`config.mk`:
```
export PLATFORM = sky130hd
export DESIGN_NAME = rcip_top
export DESIGN_NICKNAME = d
export VERILOG_FILES = /design/src/verilog/rcip_pkg.sv /design/src/verilog/rcip_top.sv
export VERILOG_INCLUDE_DIRS = /design/src /design/src/verilog
export SDC_FILE = /design/constraint.sdc
export NUM_CORES = 1
export LEC_CHECK = 0
export ABC_AREA = 1
export ABC_CLOCK_PERIOD_IN_PS = 3000
export BUFFER_PORTS_ARGS = -buffer_cell sky130_fd_sc_hd__buf_2
export CORE_MARGIN = 2
export CORE_UTILIZATION = 45
export DETAILED_ROUTE_END_ITERATION = 10
export GPL_TIMING_DRIVEN = 0
export MAX_ROUTING_LAYER = met4
export PLACE_DENSITY = 0.75
export SKIP_LAST_GASP = 1
export SYNTH_ARGS = -nofsm -noshare
export SYNTH_HDL_FRONTEND = slang
export SYNTH_SLANG_ARGS = --single-unit
export TNS_END_PERCENT = 100
```
`constraint.sdc`:
```
create_clock -name clk_i -period 3 [get_ports clk_i]
set_input_delay 0.75 -clock clk_i [delete_from_list [all_inputs] [get_ports clk_i]]
set_output_delay 0.75 -clock clk_i [all_outputs]
set_load 0.01 [all_outputs]
```
`src/verilog/rcip_defines.svh`:
```
/*
 * Offsets, field positions, mode strap codes and counts of the system pin control block.
 * Assumes inclusion by bare name from the package and the top module.
 */
`ifndef RCIP_DEFINES_SVH
`define RCIP_DEFINES_SVH

// Register byte offsets
`define RCIP_OFS_CTRL      8'h00
`define RCIP_OFS_STATUS    8'h04
`define RCIP_OFS_EVT       8'h08
`define RCIP_OFS_EVT_MASK  8'h0C
`define RCIP_ADDR_W        8

// Control register fields
`define RCIP_CTRL_BCLK_EN  0
`define RCIP_CTRL_EDGE     1
`define RCIP_CTRL_IMASK    2
`define RCIP_CTRL_STR_LO   4
`define RCIP_CTRL_STR_HI   7

// Status register fields
`define RCIP_ST_IRQ_PIN    0
`define RCIP_ST_MODE_LO    1
`define RCIP_ST_MODE_HI    2
`define RCIP_ST_BCLK_IN    3
`define RCIP_ST_VEC_LO     4
`define RCIP_ST_VEC_HI     5
`define RCIP_ST_IRQ_REQ    6

// Event register fields
`define RCIP_EV_WDOG       0
`define RCIP_EV_CLKMON     1
`define RCIP_EV_EXT        2
`define RCIP_EV_W          3

// Mode strap codes
`define RCIP_MODE_NSC      2'h0
`define RCIP_MODE_SSC      2'h1
`define RCIP_MODE_SPER     2'h2

// Reset pin sequence counts, in internal clock cycles
`define RCIP_DRIVE_CYC     16
`define RCIP_SAMPLE_DLY    8
`define RCIP_CNT_W         5

`endif

```
`src/verilog/rcip_pkg.sv`:
```
/*
 * Types of the system pin control block.
 * Assumes the defines header is on the include path.
 */
`include "rcip_defines.svh"

package rcip_pkg;

	typedef logic [1:0] rcip_mode_t;

	// Internal reset pin sequencer
	typedef enum logic [1:0] {
		RCIP_IDLE,
		RCIP_DRIVE,
		RCIP_WAIT,
		RCIP_SAMPLE
	} rcip_seq_e;

	// Reset vector chosen after the last reset
	typedef enum logic [1:0] {
		RCIP_VEC_RESET,
		RCIP_VEC_WDOG,
		RCIP_VEC_CLKMON
	} rcip_vec_e;

endpackage : rcip_pkg

```
`src/verilog/rcip_top.sv`:
```
/*
 * System pin control: bus clock output, bidirectional reset pin sequencer,
 * maskable interrupt pin conditioning, and a classic Wishbone register slave.
 * Assumes clk_i is the internal clock derived from the oscillator input, and that
 * pin inputs (reset pin, interrupt pin, mode straps, bus clock pin) are asynchronous.
 */
// The register addresses and the Wishbone interface to the registers were left to the implementer.
// Summary of operation
// - When enabled, the bus clock output toggles at half the internal clock rate.
// - In normal single-chip mode the bus clock output is off when reset ends and software can turn it on.
// - In special single-chip mode the bus clock output is on when reset ends and software can turn it off.
// - In special peripheral mode the bus clock pin is an input fed by the outside party.
// - In stop mode the bus clock output is halted.
// - Software can stretch the bus clock during slow external accesses.
// - The reset pin enters reset without a clock and leaves it in step with the internal clock.
// - A watchdog or clock monitor failure pulls the reset pin low through an open-drain driver.
// - An internal reset drives the pin low for 16 cycles, releases it, and samples it 8 cycles later.
// - A high sample selects the watchdog or clock monitor vector, a low sample the reset vector.
// - A control bit selects falling edge or low level triggering of the interrupt pin.
// - Reset selects level triggering of the interrupt pin.
// - Reset sets the interrupt mask so interrupt pin requests are ignored until software clears it.
// - The interrupt pin is always an input whose level software can read.
`include "rcip_defines.svh"
module rcip_top
	import rcip_pkg::*;
(
	input  wire logic        clk_i,
	input  wire logic        rst_i,
	// Wishbone slave
	input  wire logic        wb_cyc_i,
	input  wire logic        wb_stb_i,
	input  wire logic        wb_we_i,
	input  wire logic [7:0]  wb_adr_i,
	input  wire logic [3:0]  wb_sel_i,
	input  wire logic [31:0] wb_dat_i,
	output logic      [31:0] wb_dat_o,
	output logic             wb_ack_o,
	output logic             int_o,
	// Bus clock pin
	input  wire logic        bus_clock_in_i,
	output logic             bus_clock_out_o,
	output logic             bus_clock_oe_o,
	// Reset pin, active low, open drain
	input  wire logic        reset_pin_n_i,
	output logic             reset_pin_o,
	output logic             reset_pin_oe_o,
	// Mode straps
	input  wire logic [1:0]  mode_pins_i,
	// Core side
	input  wire logic        stop_i,
	input  wire logic        slow_access_i,
	input  wire logic        wdog_fail_i,
	input  wire logic        clkmon_fail_i,
	input  wire logic        irq_ack_i,
	output logic             core_reset_o,
	output logic [1:0]       vector_sel_o,
	output logic             irq_req_o,
	// Maskable interrupt pin, active low
	input  wire logic        irq_pin_n_i
);

	localparam int STR_W = `RCIP_CTRL_STR_HI - `RCIP_CTRL_STR_LO + 1;

	// Byte-lane write merge for the low byte of a register
	function automatic logic [7:0] lane_merge(input logic [7:0] old_v, input logic [31:0] dat,
	                                          input logic [3:0] sel);
		lane_merge = sel[0] ? dat[7:0] : old_v;
	endfunction : lane_merge

	// Synchronisers
	logic             irq_s1_ff;
	logic             irq_s2_ff;
	logic             irq_d_ff;
	logic             rpin_s1_ff;
	logic             rpin_s2_ff;
	logic             bin_s1_ff;
	logic             bin_s2_ff;
	logic [1:0]       mode_s1_ff;
	logic [1:0]       mode_s2_ff;
	logic             arst_a_ff;
	logic             arst_b_ff;

	// Control and state
	rcip_mode_t       mode_ff;
	logic             bclk_en_ff;
	logic             edge_mode_ff;
	logic             imask_ff;
	logic [STR_W-1:0] stretch_ff;
	logic [STR_W-1:0] phase_cnt_ff;
	logic             bclk_ff;
	rcip_seq_e        seq_ff;
	rcip_seq_e        nxt_seq;
	logic [`RCIP_CNT_W-1:0] seq_cnt_ff;
	logic             cause_clkmon_ff;
	rcip_vec_e        vec_ff;
	logic             edge_pend_ff;
	logic [`RCIP_EV_W-1:0] evt_ff;
	logic [`RCIP_EV_W-1:0] evt_mask_ff;
	logic [`RCIP_EV_W-1:0] evt_set;
	logic             ext_seen_ff;

	logic             wb_req;
	logic             wb_wr;
	logic             bclk_run;
	logic [STR_W-1:0] phase_lim;
	logic             samp_done;
	logic [7:0]       mask_merged;

	assign wb_req = wb_cyc_i & wb_stb_i & ~wb_ack_o;
	assign wb_wr  = wb_req & wb_we_i;

	// Reset pin: asynchronous entry, release in step with the clock; own drive feeds back via the wire
	always_ff @(posedge clk_i or negedge reset_pin_n_i) begin
		if (!reset_pin_n_i) begin
			arst_a_ff    <= 1'b1;
			arst_b_ff    <= 1'b1;
			core_reset_o <= 1'b1;
		end else begin
			arst_a_ff    <= 1'b0;
			arst_b_ff    <= arst_a_ff;
			core_reset_o <= arst_b_ff | rst_i;
		end
	end

	// Two-flop synchronisers for pin inputs
	always_ff @(posedge clk_i) begin
		irq_s1_ff  <= irq_pin_n_i;
		irq_s2_ff  <= irq_s1_ff;
		rpin_s1_ff <= reset_pin_n_i;
		rpin_s2_ff <= rpin_s1_ff;
		bin_s1_ff  <= bus_clock_in_i;
		bin_s2_ff  <= bin_s1_ff;
		mode_s1_ff <= mode_pins_i;
		mode_s2_ff <= mode_s1_ff;
	end

	// Straps are caught during system reset too: the enable reload at reset exit reads mode_ff
	always_ff @(posedge clk_i) begin
		if (rst_i || core_reset_o) begin
			mode_ff <= mode_s2_ff;
		end
	end

	// Control register: bus clock enable, trigger select, interrupt mask, stretch count
	always_ff @(posedge clk_i) begin
		if (rst_i || core_reset_o) begin
			bclk_en_ff   <= (mode_ff == `RCIP_MODE_SSC);
			edge_mode_ff <= 1'b0;
			imask_ff     <= 1'b1;
			stretch_ff   <= '0;
		end else if (wb_wr && wb_adr_i == `RCIP_OFS_CTRL && wb_sel_i[0]) begin
			bclk_en_ff   <= wb_dat_i[`RCIP_CTRL_BCLK_EN];
			edge_mode_ff <= wb_dat_i[`RCIP_CTRL_EDGE];
			imask_ff     <= wb_dat_i[`RCIP_CTRL_IMASK];
			stretch_ff   <= wb_dat_i[`RCIP_CTRL_STR_HI:`RCIP_CTRL_STR_LO];
		end
	end

	// Bus clock generator: halt when disabled, stopped, or in peripheral mode
	assign bclk_run  = bclk_en_ff & ~stop_i & (mode_ff != `RCIP_MODE_SPER);
	assign phase_lim = slow_access_i ? stretch_ff : '0;

	always_ff @(posedge clk_i) begin
		if (rst_i || !bclk_run) begin
			bclk_ff      <= 1'b0;
			phase_cnt_ff <= '0;
		end else if (phase_cnt_ff >= phase_lim) begin
			bclk_ff      <= ~bclk_ff;
			phase_cnt_ff <= '0;
		end else begin
			phase_cnt_ff <= phase_cnt_ff + 1'b1;
		end
	end

	// Bus clock pin drive; released to an input in peripheral mode
	always_ff @(posedge clk_i) begin
		if (rst_i) begin
			bus_clock_out_o <= 1'b0;
			bus_clock_oe_o  <= 1'b0;
		end else begin
			bus_clock_out_o <= bclk_ff;
			bus_clock_oe_o  <= (mode_ff != `RCIP_MODE_SPER);
		end
	end

	// Internal reset sequencer next state
	always_comb begin
		nxt_seq = seq_ff;
		case (seq_ff)
			RCIP_IDLE: begin
				if (wdog_fail_i || clkmon_fail_i) begin
					nxt_seq = RCIP_DRIVE;
				end
			end
			RCIP_DRIVE: begin
				if (seq_cnt_ff == `RCIP_CNT_W'(`RCIP_DRIVE_CYC - 1)) begin
					nxt_seq = RCIP_WAIT;
				end
			end
			RCIP_WAIT: begin
				if (seq_cnt_ff == `RCIP_CNT_W'(`RCIP_SAMPLE_DLY - 1)) begin
					nxt_seq = RCIP_SAMPLE;
				end
			end
			RCIP_SAMPLE: begin
				nxt_seq = RCIP_IDLE;
			end
			default: begin
				nxt_seq = RCIP_IDLE;
			end
		endcase
	end

	// Sequencer state, counter and failure cause
	always_ff @(posedge clk_i) begin
		if (rst_i) begin
			seq_ff          <= RCIP_IDLE;
			seq_cnt_ff      <= '0;
			cause_clkmon_ff <= 1'b0;
		end else begin
			seq_ff <= nxt_seq;
			if (nxt_seq != seq_ff) begin
				seq_cnt_ff <= '0;
			end else begin
				seq_cnt_ff <= seq_cnt_ff + 1'b1;
			end
			if (seq_ff == RCIP_IDLE && (wdog_fail_i || clkmon_fail_i)) begin
				cause_clkmon_ff <= clkmon_fail_i & ~wdog_fail_i;
			end
		end
	end

	// Open-drain reset pin: only ever drives low
	always_ff @(posedge clk_i) begin
		if (rst_i) begin
			reset_pin_o    <= 1'b0;
			reset_pin_oe_o <= 1'b0;
		end else begin
			reset_pin_o    <= 1'b0;
			reset_pin_oe_o <= (nxt_seq == RCIP_DRIVE);
		end
	end

	// Vector choice at the sample point, or on an outside reset seen while idle
	assign samp_done = (seq_ff == RCIP_SAMPLE);

	always_ff @(posedge clk_i) begin
		if (rst_i) begin
			vec_ff      <= RCIP_VEC_RESET;
			ext_seen_ff <= 1'b0;
		end else begin
			ext_seen_ff <= (seq_ff == RCIP_IDLE) & ~rpin_s2_ff;
			if (samp_done) begin
				if (rpin_s2_ff) begin
					vec_ff <= cause_clkmon_ff ? RCIP_VEC_CLKMON : RCIP_VEC_WDOG;
				end else begin
					vec_ff <= RCIP_VEC_RESET;
				end
			end else if (seq_ff == RCIP_IDLE && !rpin_s2_ff) begin
				vec_ff <= RCIP_VEC_RESET;
			end
		end
	end

	always_ff @(posedge clk_i) begin
		if (rst_i) begin
			vector_sel_o <= 2'h0;
		end else begin
			vector_sel_o <= vec_ff;
		end
	end

	// Interrupt pin: falling edge latch or low level, gated by the mask
	always_ff @(posedge clk_i) begin
		if (rst_i || core_reset_o) begin
			irq_d_ff     <= 1'b1;
			edge_pend_ff <= 1'b0;
			irq_req_o    <= 1'b0;
		end else begin
			irq_d_ff <= irq_s2_ff;
			if (irq_d_ff && !irq_s2_ff) begin
				edge_pend_ff <= 1'b1;
			end else if (irq_ack_i || !edge_mode_ff) begin
				edge_pend_ff <= 1'b0;
			end
			irq_req_o <= ~imask_ff & (edge_mode_ff ? edge_pend_ff : ~irq_s2_ff);
		end
	end

	// Sticky events; a new event wins over a clear in the same cycle
	assign evt_set[`RCIP_EV_WDOG]   = samp_done & rpin_s2_ff & ~cause_clkmon_ff;
	assign evt_set[`RCIP_EV_CLKMON] = samp_done & rpin_s2_ff & cause_clkmon_ff;
	assign evt_set[`RCIP_EV_EXT]    = (samp_done & ~rpin_s2_ff)
	                                | ((seq_ff == RCIP_IDLE) & ~rpin_s2_ff & ~ext_seen_ff);

	always_ff @(posedge clk_i) begin
		if (rst_i) begin
			evt_ff <= '0;
		end else if (wb_wr && wb_adr_i == `RCIP_OFS_EVT && wb_sel_i[0]) begin
			evt_ff <= (evt_ff & ~wb_dat_i[`RCIP_EV_W-1:0]) | evt_set;
		end else begin
			evt_ff <= evt_ff | evt_set;
		end
	end

	// Event mask, written through the low byte lane only
	assign mask_merged = lane_merge({5'h00, evt_mask_ff}, wb_dat_i, wb_sel_i);

	always_ff @(posedge clk_i) begin
		if (rst_i) begin
			evt_mask_ff <= '0;
		end else if (wb_wr && wb_adr_i == `RCIP_OFS_EVT_MASK) begin
			evt_mask_ff <= mask_merged[`RCIP_EV_W-1:0];
		end
	end

	// Interrupt output
	always_ff @(posedge clk_i) begin
		if (rst_i) begin
			int_o <= 1'b0;
		end else begin
			int_o <= |(evt_ff & evt_mask_ff);
		end
	end

	// Wishbone answer: one wait-free ack per request, zero for unmapped reads
	always_ff @(posedge clk_i) begin
		if (rst_i) begin
			wb_ack_o <= 1'b0;
			wb_dat_o <= 32'h0000_0000;
		end else begin
			wb_ack_o <= wb_req;
			wb_dat_o <= 32'h0000_0000;
			if (wb_req && !wb_we_i) begin
				case (wb_adr_i)
					`RCIP_OFS_CTRL: begin
						wb_dat_o[`RCIP_CTRL_BCLK_EN]                   <= bclk_en_ff;
						wb_dat_o[`RCIP_CTRL_EDGE]                      <= edge_mode_ff;
						wb_dat_o[`RCIP_CTRL_IMASK]                     <= imask_ff;
						wb_dat_o[`RCIP_CTRL_STR_HI:`RCIP_CTRL_STR_LO] <= stretch_ff;
					end
					`RCIP_OFS_STATUS: begin
						wb_dat_o[`RCIP_ST_IRQ_PIN]                   <= irq_s2_ff;
						wb_dat_o[`RCIP_ST_MODE_HI:`RCIP_ST_MODE_LO] <= mode_ff;
						wb_dat_o[`RCIP_ST_BCLK_IN]                   <= bin_s2_ff;
						wb_dat_o[`RCIP_ST_VEC_HI:`RCIP_ST_VEC_LO]   <= vec_ff;
						wb_dat_o[`RCIP_ST_IRQ_REQ]                   <= irq_req_o;
					end
					`RCIP_OFS_EVT: begin
						wb_dat_o[`RCIP_EV_W-1:0] <= evt_ff;
					end
					`RCIP_OFS_EVT_MASK: begin
						wb_dat_o[`RCIP_EV_W-1:0] <= evt_mask_ff;
					end
					default: begin
						wb_dat_o <= 32'h0000_0000;
					end
				endcase
			end
		end
	end

endmodule : rcip_top
```
Word-level counts from Yosys, hierarchy flattened

Cells that the tools add are included.

Reductions and logical operators: 30
Equal/unequal tests: 12
Mux-type cells: 17
Magnitude comparators: 1
Add/subtract/negate cells: 2
Bitwise logic cells: 32

Operators with widths:

| kind                                           | number |
|---|---|
| == test 8 x 4 -> 1 bit (second input constant) | 2 |
| 2-to-1 mux 2 bit                               | 7 |
| AND 1 bit                                      | 13 |
| NOT 1 bit                                      | 12 |
| one-hot mux 3 bit (4 select lines)             | 1 |
| logical AND 1 bit                              | 9 |
| OR reduction 3 bit                             | 3 |
| == test 8 x 3 -> 1 bit (second input constant) | 1 |
| zero test 8 bit                                | 1 |
| one-hot mux 2 bit (4 select lines)             | 1 |
| AND 3 bit                                      | 2 |
| == test 2 x 1 -> 1 bit (second input constant) | 3 |
| bitwise OR 3 bit                               | 2 |
| one-hot mux 3 bit (2 select lines)             | 1 |
| nonzero test 2 bit                             | 3 |
| OR reduction 2 bit                             | 3 |
| adder 5 x 1 -> 5 bit (second input constant)   | 1 |
| == test 5 x 3 -> 1 bit (second input constant) | 1 |
| == test 5 x 4 -> 1 bit (second input constant) | 1 |
| zero test 1 bit                                | 5 |
| 2-to-1 mux 1 bit                               | 5 |
| adder 4 x 1 -> 4 bit (second input constant)   | 1 |
| == test 2 bit (second input constant)          | 2 |
| >= comparator 4 bit                            | 1 |
| other kinds (9)                                | 13 |

Word-level logic and storage cells: 132
Input bits: 59
Output and inout port bits: 42
Register bits: 86

Depth between registers and ports, before layout

Gate-level depths: netlist of the first run.

Word-level depth: 7
Gate-level depth with buffers: 9
Mapped depth without buffers: 9

Worst setup path after synthesis of the first run

No wires, ideal clock.

Path type: input -> register
From: in slow_access_i
To: reg bclk_ff
Required time: 2.886 ns
Arrival time: 1.581 ns
Buffers on the path: 0
Cell stages on the path: 8
Library setup time: 0.114 ns
Slack: 1.306 ns
Cell sequence: nand2_1 -> ha_1 -> inv_1 -> nor2_1 -> o21ai_0 -> nand3_1 -> nor2_1 -> nor2_1

Word-level cells in the longest chain between the ends: 2

Ends and longest elaborated chain:

| item                 | RTL line        | source |
|---|---|---|
| from (decl)          | rcip_top.sv:51  | `input wire logic slow_access_i,` |
| 2-to-1 mux 4 bit     | rcip_top.sv:161 | `assign phase_lim = slow_access_i ? stretch_ff : '0;` |
| >= comparator 4 bit  | rcip_top.sv:167 | `end else if (phase_cnt_ff >= phase_lim) begin` |
| to (signal assigned) | rcip_top.sv:168 | `bclk_ff <= ~bclk_ff;` |
| to (decl)            | rcip_top.sv:90  | `logic bclk_ff;` |

Every way passes these cells.
A chain may end at the register's enable or synchronous reset.

Worst setup path after layout of the first run

From: reg core_reset_o
To: out core_reset_o

RTL lines:

| item                   | RTL line        | source |
|---|---|---|
| from (decl)            | rcip_top.sv:55  | `output logic core_reset_o,` |
| from (signal assigned) | rcip_top.sv:121 | `core_reset_o <= arst_b_ff \| rst_i;` |

No word-level cell between the ends.

==> results of run 1 <==
## cell usage after synthesis (all sizes together) (3+ instances only)
cell type / instances
edfxtp: 3
dfstp: 3
nand3: 22
nor3: 9
inv: 30
ha: 7
nand2: 60
o31ai: 3
nand4: 4
a21oi: 14
buf: 30
o21ai: 11
dfxtp: 56
nor2: 49
## logic make-up (layout without fill, tap and decap cells)
| kind of cell | after synthesis | count (layout) | share of synthesized area |
|---|---|---|---|
| flops | 62 | 62 | 0.493 |
| simple gates | 152 | 152 | 0.269 |
| fa+ha+maj | 7 | 7 | 0.0334 |
| buf+inv | 61 | 122 | 0.130 |
| other cells | 1 | 26 | 0.00143 |
| compound gates | 29 | 29 | 0.0607 |
| xor+xnor | 4 | 4 | 0.0134 |
## state kept, by name, summed over array words and instances, names as in the netlist, 2 cells and up
signal,count
evt_mask_ff,3
vector_sel_o,2
mode_s2_ff,2
wb_dat_o,8
seq_cnt_ff,5
vec_ff,2
mode_ff,2
stretch_ff,4
phase_cnt_ff,4
mode_s1_ff,2
evt_ff,3
seq_ff,2
## routing by layer
layer / vias to the layer above / routed length [µm] / track usage / part of all wire
met3: 7 / 276 / 0.0382 / 0.055
li1: 1128 / - / - / -
met2: 60 / 2450 / 0.277 / 0.49
met4: 0 / 90 / 0.112 / 0.018
met1: 969 / 2160 / 0.193 / 0.43
met5: - / 0 / - / 0
## area by class of cell
| cell class | instances | area (µm²) | area share |
|---|---|---|---|
| Clock buffer | 14 | 204 | 0.0629 |
| Multi-Input combinational cell | 218 | 1080 | 0.334 |
| Inverter | 31 | 116 | 0.0359 |
| Clock inverter | 2 | 10.0 | 0.00309 |
| Tap cell | 72 | 90.1 | 0.0278 |
| Sequential cell | 62 | 1290 | 0.398 |
| Timing Repair Buffer | 45 | 225 | 0.0695 |
| Buffer | 30 | 224 | 0.0691 |
## per-stage QoR
| step | hold slack, ns | cells |
|---|---|---|
| after floorplan | 0.310 | 341 |
| after global placement | 0.311 | 458 |
| after detailed placement | 0.313 | 458 |
| after CTS | 0.328 | 474 |
| after global routing | 0.333 | 474 |
| final | 0.325 | 474 |
## power by group through the flow
| stage | clock, mW | combinational [mW] | sequential, mW |
|---|---|---|---|
| after floorplan | 0 | 0.0934 | 0.886 |
| after detailed placement | 0 | 0.133 | 0.887 |
| after CTS | 0.767 | 0.134 | 0.869 |
| after global placement | 0 | 0.131 | 0.886 |
| final | 0.744 | 0.134 | 0.869 |
| after global routing | 0.794 | 0.151 | 0.871 |
## final timing paths
| path | startpoint | to | cells past startpoint |
|---|---|---|---|
| max | core_reset_o$_DFF_PN1_ | core_reset_o | 1 |
| min | mode_s1_ff[1]$_DFF_P_ | mode_s2_ff[1]$_DFF_P_ | 0 |
| max reg2reg | seq_cnt_ff[0]$_SDFF_PP0_ | reset_pin_oe_o$_SDFF_PP0_ | 8 |
| min reg2reg | mode_s1_ff[1]$_DFF_P_ | mode_s2_ff[1]$_DFF_P_ | 0 |
| max in group asynchronous | reset_pin_n_i | arst_b_ff$_DFF_PN1_ | 1 |
| min in group asynchronous | reset_pin_n_i | core_reset_o$_DFF_PN1_ | 1 |
==> results.toml, run 1 <==
[outcome]
status = "complete, no violations"

[synthesis]
async_flop_share = 0.0484
ys.flop_type = "dfxtp_1"
yosys_warnings = 0
syn_inst = 316
synth.distinct_cells = 36
synthesis.area_um2 = 2620
ys_seq_elements = 62
synth-edff-count = 3
synth_top_area_cell = "dfxtp_1"
yosysTopAreaCellShare = 0.428
synth_area_leaders = "dfxtp_1 43%, nand2_1 8.2%, buf_4 7.2%, nor2_1 5.9%, nand3_1 4.2%"
avgSynthCellArea_um2 = 8.29
yosysSeqAreaShare = 0.493

[critical_path]
cp_data_required_time_ns = 2.25
cp_max_fo = 2
critPathTopFamily = "flip-flops"
slowest_delay_ns = 0.56
crit_chain = "buf_2"
critical_path_class = "flop to primary output"
path_buf_inv = 1
endpoint_kind = "primary output"
cp_slowest_cell = "dfstp_2"
r2r_slack_ns = 1.35
startpoint_type = "flop"
cp.arrival_ns = 1.03

[clock_network]
clock_latency_ns = 0.34
cts_tree = "built"
path_clk_slew_ns = 0.07
htreeDepth = 3
cts_buffers = 9
cts_root_buf = "clkbuf_8"
cts_hold_buffers = 0
post_cts_buffers = 0
cts_resized = 0
cts_buffer_depth = 2
cts_num_sinks = 62

[cells_and_area]
drive_gt1_frac = 0.269
nets = 463
final_area_um2 = 3240
utilization = 0.582
syn2layout_area_growth_pct = 23.8
n_fill_cell = 516
n_antenna_cell = 0
final_common_cell = "nand2_1"
final_cell_mix = "57 x nand2_1, 56 x dfxtp_1, 47 x buf_2"

[power_and_ir_drop]
ir_drop_v = 0.000309
power_frac_seq = 0.497
clock_power_share = 0.426
switching_share = 0.226
p_int_mw = 1.35
cellLeakagePower_nw = 1.59
combPwrFrac = 0.077
powerDensity_nw_per_um2 = 539
power_mw = 1.75
switchingPower_mw = 0.395

[detailed_routing]
ant_nets = 0
wirelength_um = 4980
avgViaCountPerCell = 4.57
wire_per_inst_um = 10.5
drc = 0
dr.pass1.iters = 4
num_vias = 2164
drt_iter0_drc = 61

[die]
die_width_um = 80.3
core_um2 = 5570
design.die.area_um2 = 6450
start_util = 0.470
die_h_um = 80.3
placementRows = 27
ios = 101

[global_route]
grt_pass1_wl_um = 8110
antenna_found_initial = 0
grt_max_degree = 11
grt_usage = 0.172
grt.overflow.total = 0
grt_pass1_vias = 1944

[sta]
final_hold_viol_count = 0
grt_setup_unrepaired = "no"
setup_slack_ns = 1.22
finalMaxSlewViolations = 0
fin_crit_sh = 0.594
max_freq_mhz = 562
period_needed_ns = 1.78
setup_viol = 0
tns_ns = 0
skew_ns = 0.00844

[min_path]
hold_path_class = "flop to flop"

[placement]
place.gp.congestion = 0.775
numPortBuffers = 45
placed_cell_area_um2 = 3030
preCtsSetupSlack_ns = 1.04
dp_hpwl_um = 3870

[run]
max-cap-violations = 0
Note: power is estimated with default switching activity, not from simulation.
==> run 2, diff against run 1 <==
- ABC_CLOCK_PERIOD_IN_PS: 3000 -> 1700
- clock period: 3 -> 1.7 ns (I/O delays scaled with it)
==> results.toml, run 2 (synthesis gave the netlist of run 1 again) <==
[clock_network]
cts_root_buf = "clkbuf_8"
clock_latency_ns = 0.34
htreeDepth = 3
cts_num_sinks = 62
cts_buffers = 9
cts_hold_buffers = 0
cts_tree = "built"
cts_buffer_depth = 2
cts_resized = 0
post_cts_buffers = 0
path_clk_slew_ns = 0.07

[critical_path]
startpoint_type = "flop"
cp_max_fo = 3
cp_data_required_time_ns = 1.98
cp_slowest_cell = "dfxtp_1"
endpoint_kind = "flop"
critPathTopFamily = "simple AND/OR/NAND/NOR gates"
cp.arrival_ns = 1.87
crit_chain = "ha_2 -> and3_1 -> ha_1 -> or2_4 -> nor2_2 -> nand3b_1 -> nand2_1 -> nor2_1"
critical_path_class = "flop to flop"
path_buf_inv = 0
slowest_delay_ns = 0.32

[sta]
skew_ns = 0.00868
final_hold_viol_count = 0
tns_ns = 0
setup_slack_ns = 0.113
max_freq_mhz = 630
fin_crit_sh = 0.934
grt_setup_unrepaired = "no"
period_needed_ns = 1.59
finalMaxSlewViolations = 0
setup_viol = 0

[die]
placementRows = 27
ios = 101
core_um2 = 5570
die_width_um = 80.3
start_util = 0.470
design.die.area_um2 = 6450
die_h_um = 80.3

[global_route]
grt_pass1_vias = 1944
antenna_found_initial = 0
grt_usage = 0.172
grt.overflow.total = 0
grt_max_degree = 11
grt_pass1_wl_um = 8110

[detailed_routing]
wire_per_inst_um = 10.6
ant_nets = 0
dr.pass1.iters = 4
met1_length_um = 2130
num_vias = 2166
met3_length_um = 377
highest_layer = "met4"
drt_iter0_drc = 64
wirelength_um = 5020
drc = 0
avgViaCountPerCell = 4.57
dr_wl_met2_um = 2420

[cells_and_area]
largest_registers = "wb_dat_o (8), seq_cnt_ff (5)"
utilization = 0.583
drive_gt1_frac = 0.276
nets = 463
top_register = "wb_dat_o"
largest_register_ffs = 8
final_common_cell = "nand2_1"
syn2layout_area_growth_pct = 24.1
n_fill_cell = 519
final_cell_mix = "57 x nand2_1, 56 x dfxtp_1, 47 x buf_2"
fin_cells = 474
n_antenna_cell = 0

[power_and_ir_drop]
ir_drop_v = 0.000545
cellLeakagePower_nw = 1.58
powerDensity_nw_per_um2 = 951

[placement]
dp.cells = 458
numPortBuffers = 45
place.gp.congestion = 0.775
preCtsSetupSlack_ns = 0.0623
dp_hpwl_um = 3870

[min_path]
hold_path_class = "input pin to async pin"

[outcome]
status = "complete, no violations"

[run]
max-cap-violations = 0
[run 2: where the power goes]
part	internal [mW]	switching, mW
logic	0.104	0.135
clock network	0.772	0.547
registers	1.51	0.0218
total	2.39	0.703
[run 2: layer usage]
layer / up-vias / GRT usage
met1: 961 / 0.193
met5: - / -
met4: 0 / 0.112
met3: 11 / 0.0382
met2: 68 / 0.277
li1: 1126 / -
[run 2: cell type report]
class / instances / area, µm² / share of cell area
tap: 72 / 90.1 / 0.0277
clock buffer: 14 / 204 / 0.0628
buffer: 30 / 224 / 0.0689
sequential: 62 / 1290 / 0.397
multi-input combinational: 218 / 1090 / 0.335
clock inverter: 2 / 10.0 / 0.00308
timing repair buffer: 45 / 225 / 0.0693
inverter: 31 / 116 / 0.0358
[run 2: path summary, 6_finish.rpt]
kind,startpoint,end,slack (ns),depth (start not counted)
worst max register to register,seq_cnt_ff[0]$_SDFF_PP0_,reset_pin_oe_o$_SDFF_PP0_,0.11,8
worst max-delay path,seq_cnt_ff[0]$_SDFF_PP0_,reset_pin_oe_o$_SDFF_PP0_,0.11,8
max in group asynchronous,reset_pin_n_i,arst_b_ff$_DFF_PN1_,1.63,1
worst min-delay path,reset_pin_n_i,core_reset_o$_DFF_PN1_,0.04,1
min in group clk_i,bus_clock_in_i,bin_s1_ff$_DFF_P_,0.18,1
worst min register to register,mode_s1_ff[1]$_DFF_P_,mode_s2_ff[1]$_DFF_P_,0.33,0
[run 2: metrics by stage]
| step | total power [mW] | cell area, µm² | hold WS (ns) |
|---|---|---|---|
| CTS | 3.12 | 3240 | 0.0343 |
| floorplan | 1.73 | 2710 | 0.277 |
| detailed placement | 1.80 | 3030 | 0.313 |
| global placement | 1.79 | 3030 | 0.311 |
| global route | 3.21 | 3250 | 0.0481 |
| finish | 3.09 | 3250 | 0.0398 |
==> run 3, diff against run 2 <==
- CTS_BUF_LIST: not set -> sky130_fd_sc_hd__clkbuf_4
==> results.toml, run 3 (synthesis gave the netlist of run 1 again) <==
[outcome]
status = "complete, no violations"

[detailed_routing]
met3_length_um = 341
dr.pass1.iters = 4
wirelength_um = 4980
drc = 0
wire_per_inst_um = 10.5
drt_iter0_drc = 53
avgViaCountPerCell = 4.59
met1_length_um = 2140
highest_layer = "met4"
ant_nets = 0
dr_wl_met2_um = 2400
num_vias = 2180

[cells_and_area]
syn2layout_area_growth_pct = 21.0
n_fill_cell = 536
largest_register_ffs = 8
final_cell_mix = "57 x nand2_1, 55 x dfxtp_1, 47 x buf_2"
nets = 464
largest_registers = "wb_dat_o (8), seq_cnt_ff (5)"
final_area_um2 = 3170
drive_gt1_frac = 0.268
final_common_cell = "nand2_1"
fin_cells = 475
top_register = "wb_dat_o"
utilization = 0.569
n_antenna_cell = 0

[run]
max-cap-violations = 0

[critical_path]
critPathTopFamily = "simple AND/OR/NAND/NOR gates"
cp_slowest_cell = "dfxtp_2"
startpoint_type = "flop"
endpoint_kind = "flop"
reg2reg_depth = 8
cp_data_required_time_ns = 2.03
worst-path-stages = 8
path_buf_inv = 0
cp.arrival_ns = 1.90
critical_path_class = "flop to flop"
crit_chain = "ha_2 -> and3_1 -> ha_1 -> or2_4 -> nor2_2 -> nand3b_1 -> nand2_1 -> nor2_1"
cp_max_fo = 3
slowest_delay_ns = 0.34

[sta]
skew_ns = 0.0156
setup_slack_ns = 0.134
setup_viol = 0
grt_setup_unrepaired = "no"
period_needed_ns = 1.57
finalMaxSlewViolations = 0
fin_crit_sh = 0.921
final_hold_viol_count = 0
max_freq_mhz = 639
tns_ns = 0

[power_and_ir_drop]
cellLeakagePower_nw = 1.54
powerDensity_nw_per_um2 = 850
ir_drop_v = 0.000509

[die]
start_util = 0.470
placementRows = 27
die_width_um = 80.3
ios = 101
core_um2 = 5570
design.die.area_um2 = 6450
die_h_um = 80.3

[global_route]
grt_pass1_vias = 1935
antenna_found_initial = 0
grt_usage = 0.169
grt_max_degree = 11
grt.overflow.total = 0
grt_pass1_wl_um = 8030

[clock_network]
post_cts_buffers = 0
cts_num_sinks = 62
path_clk_slew_ns = 0.10
cts_tree = "built"
cts_buffers = 9
cts_root_buf = "clkbuf_4"
clock_latency_ns = 0.39
cts_buffer_depth = 2
htreeDepth = 3

[placement]
dp.cells = 458
dp_hpwl_um = 3870
placed_cell_area_um2 = 3030
place.gp.congestion = 0.775
preCtsSetupSlack_ns = 0.0623
numPortBuffers = 45

[min_path]
hold-path-cell-count = 1
hold_path_class = "input pin to flop"
## run 3: cell types whose count changed in the layout (fill, tap and decap cells not counted)
cell,previous run,this run
clkbuf_4,0,9
dfxtp_2,0,1
dlygate4sd3_1,0,1
dfxtp_1,56,55
clkinv_1,1,5
clkbuf_8,13,0
bufinv_16,0,1
clkbuf_16,1,0
## run 3: path summary, 6_finish.rpt
kind | end | startpoint | slack [ns]
setup / recovery | reset_pin_oe_o$_SDFF_PP0_ | seq_cnt_ff[0]$_SDFF_PP0_ | 0.13
hold / removal | bin_s1_ff$_DFF_P_ | bus_clock_in_i | 0.13
setup reg to reg | reset_pin_oe_o$_SDFF_PP0_ | seq_cnt_ff[0]$_SDFF_PP0_ | 0.13
hold reg to reg | irq_s2_ff$_DFF_P_ | irq_s1_ff$_DFF_P_ | 0.33
max in group asynchronous | arst_b_ff$_DFF_PN1_ | reset_pin_n_i | 1.14
min in group asynchronous | core_reset_o$_DFF_PN1_ | reset_pin_n_i | 0.53
## run 3: cell type report
cell class	instances	area (µm²)	area share
flip-flops and latches	62	1290	0.407
multi-input cells	218	1090	0.344
well taps	72	90.1	0.0284
inverters	31	116	0.0367
plain buffers	30	224	0.0707
repair buffers	46	235	0.0742
clock buffers	9	67.6	0.0213
clock inverters	7	55.1	0.0174
## run 3: timing repair
action,CTS,global route
endpoints found under the setup margin,0,4
resized for setup,0,4
hold buffers,1,0
hold endpoints to repair,3,0
## run 3: worst reg2reg max path, stage by stage (launching register included)
cell	delay (ns)
dfxtp_2	0.34
ha_2	0.19
and3_1	0.18
ha_1	0.17
or2_4	0.24
nor2_2	0.13
nand3b_1	0.14
nand2_1	0.06
nor2_1	0.07
## run 3: routing by layer
| layer | vias to the layer above | global-route usage |
|---|---|---|
| met5 | - | - |
| met4 | 0 | 0.102 |
| met3 | 11 | 0.0348 |
| met2 | 79 | 0.269 |
| met1 | 960 | 0.197 |
| li1 | 1130 | - |
## run 3: per-stage QoR
step | total power, mW | hold WS [ns]
finish | 2.69 | 0.133
detailed placement | 1.80 | 0.313
CTS | 2.73 | 0.101
global placement | 1.79 | 0.311
floorplan | 1.73 | 0.277
global route | 2.82 | 0.102
## run 3: power by group
part / switching (mW) / leakage [nW] / internal (mW) / total (mW)
sequential: 0.0219 / 0.521 / 1.51 / 1.53
clock: 0.496 / 0.0696 / 0.425 / 0.920
combinational: 0.135 / 0.953 / 0.105 / 0.240
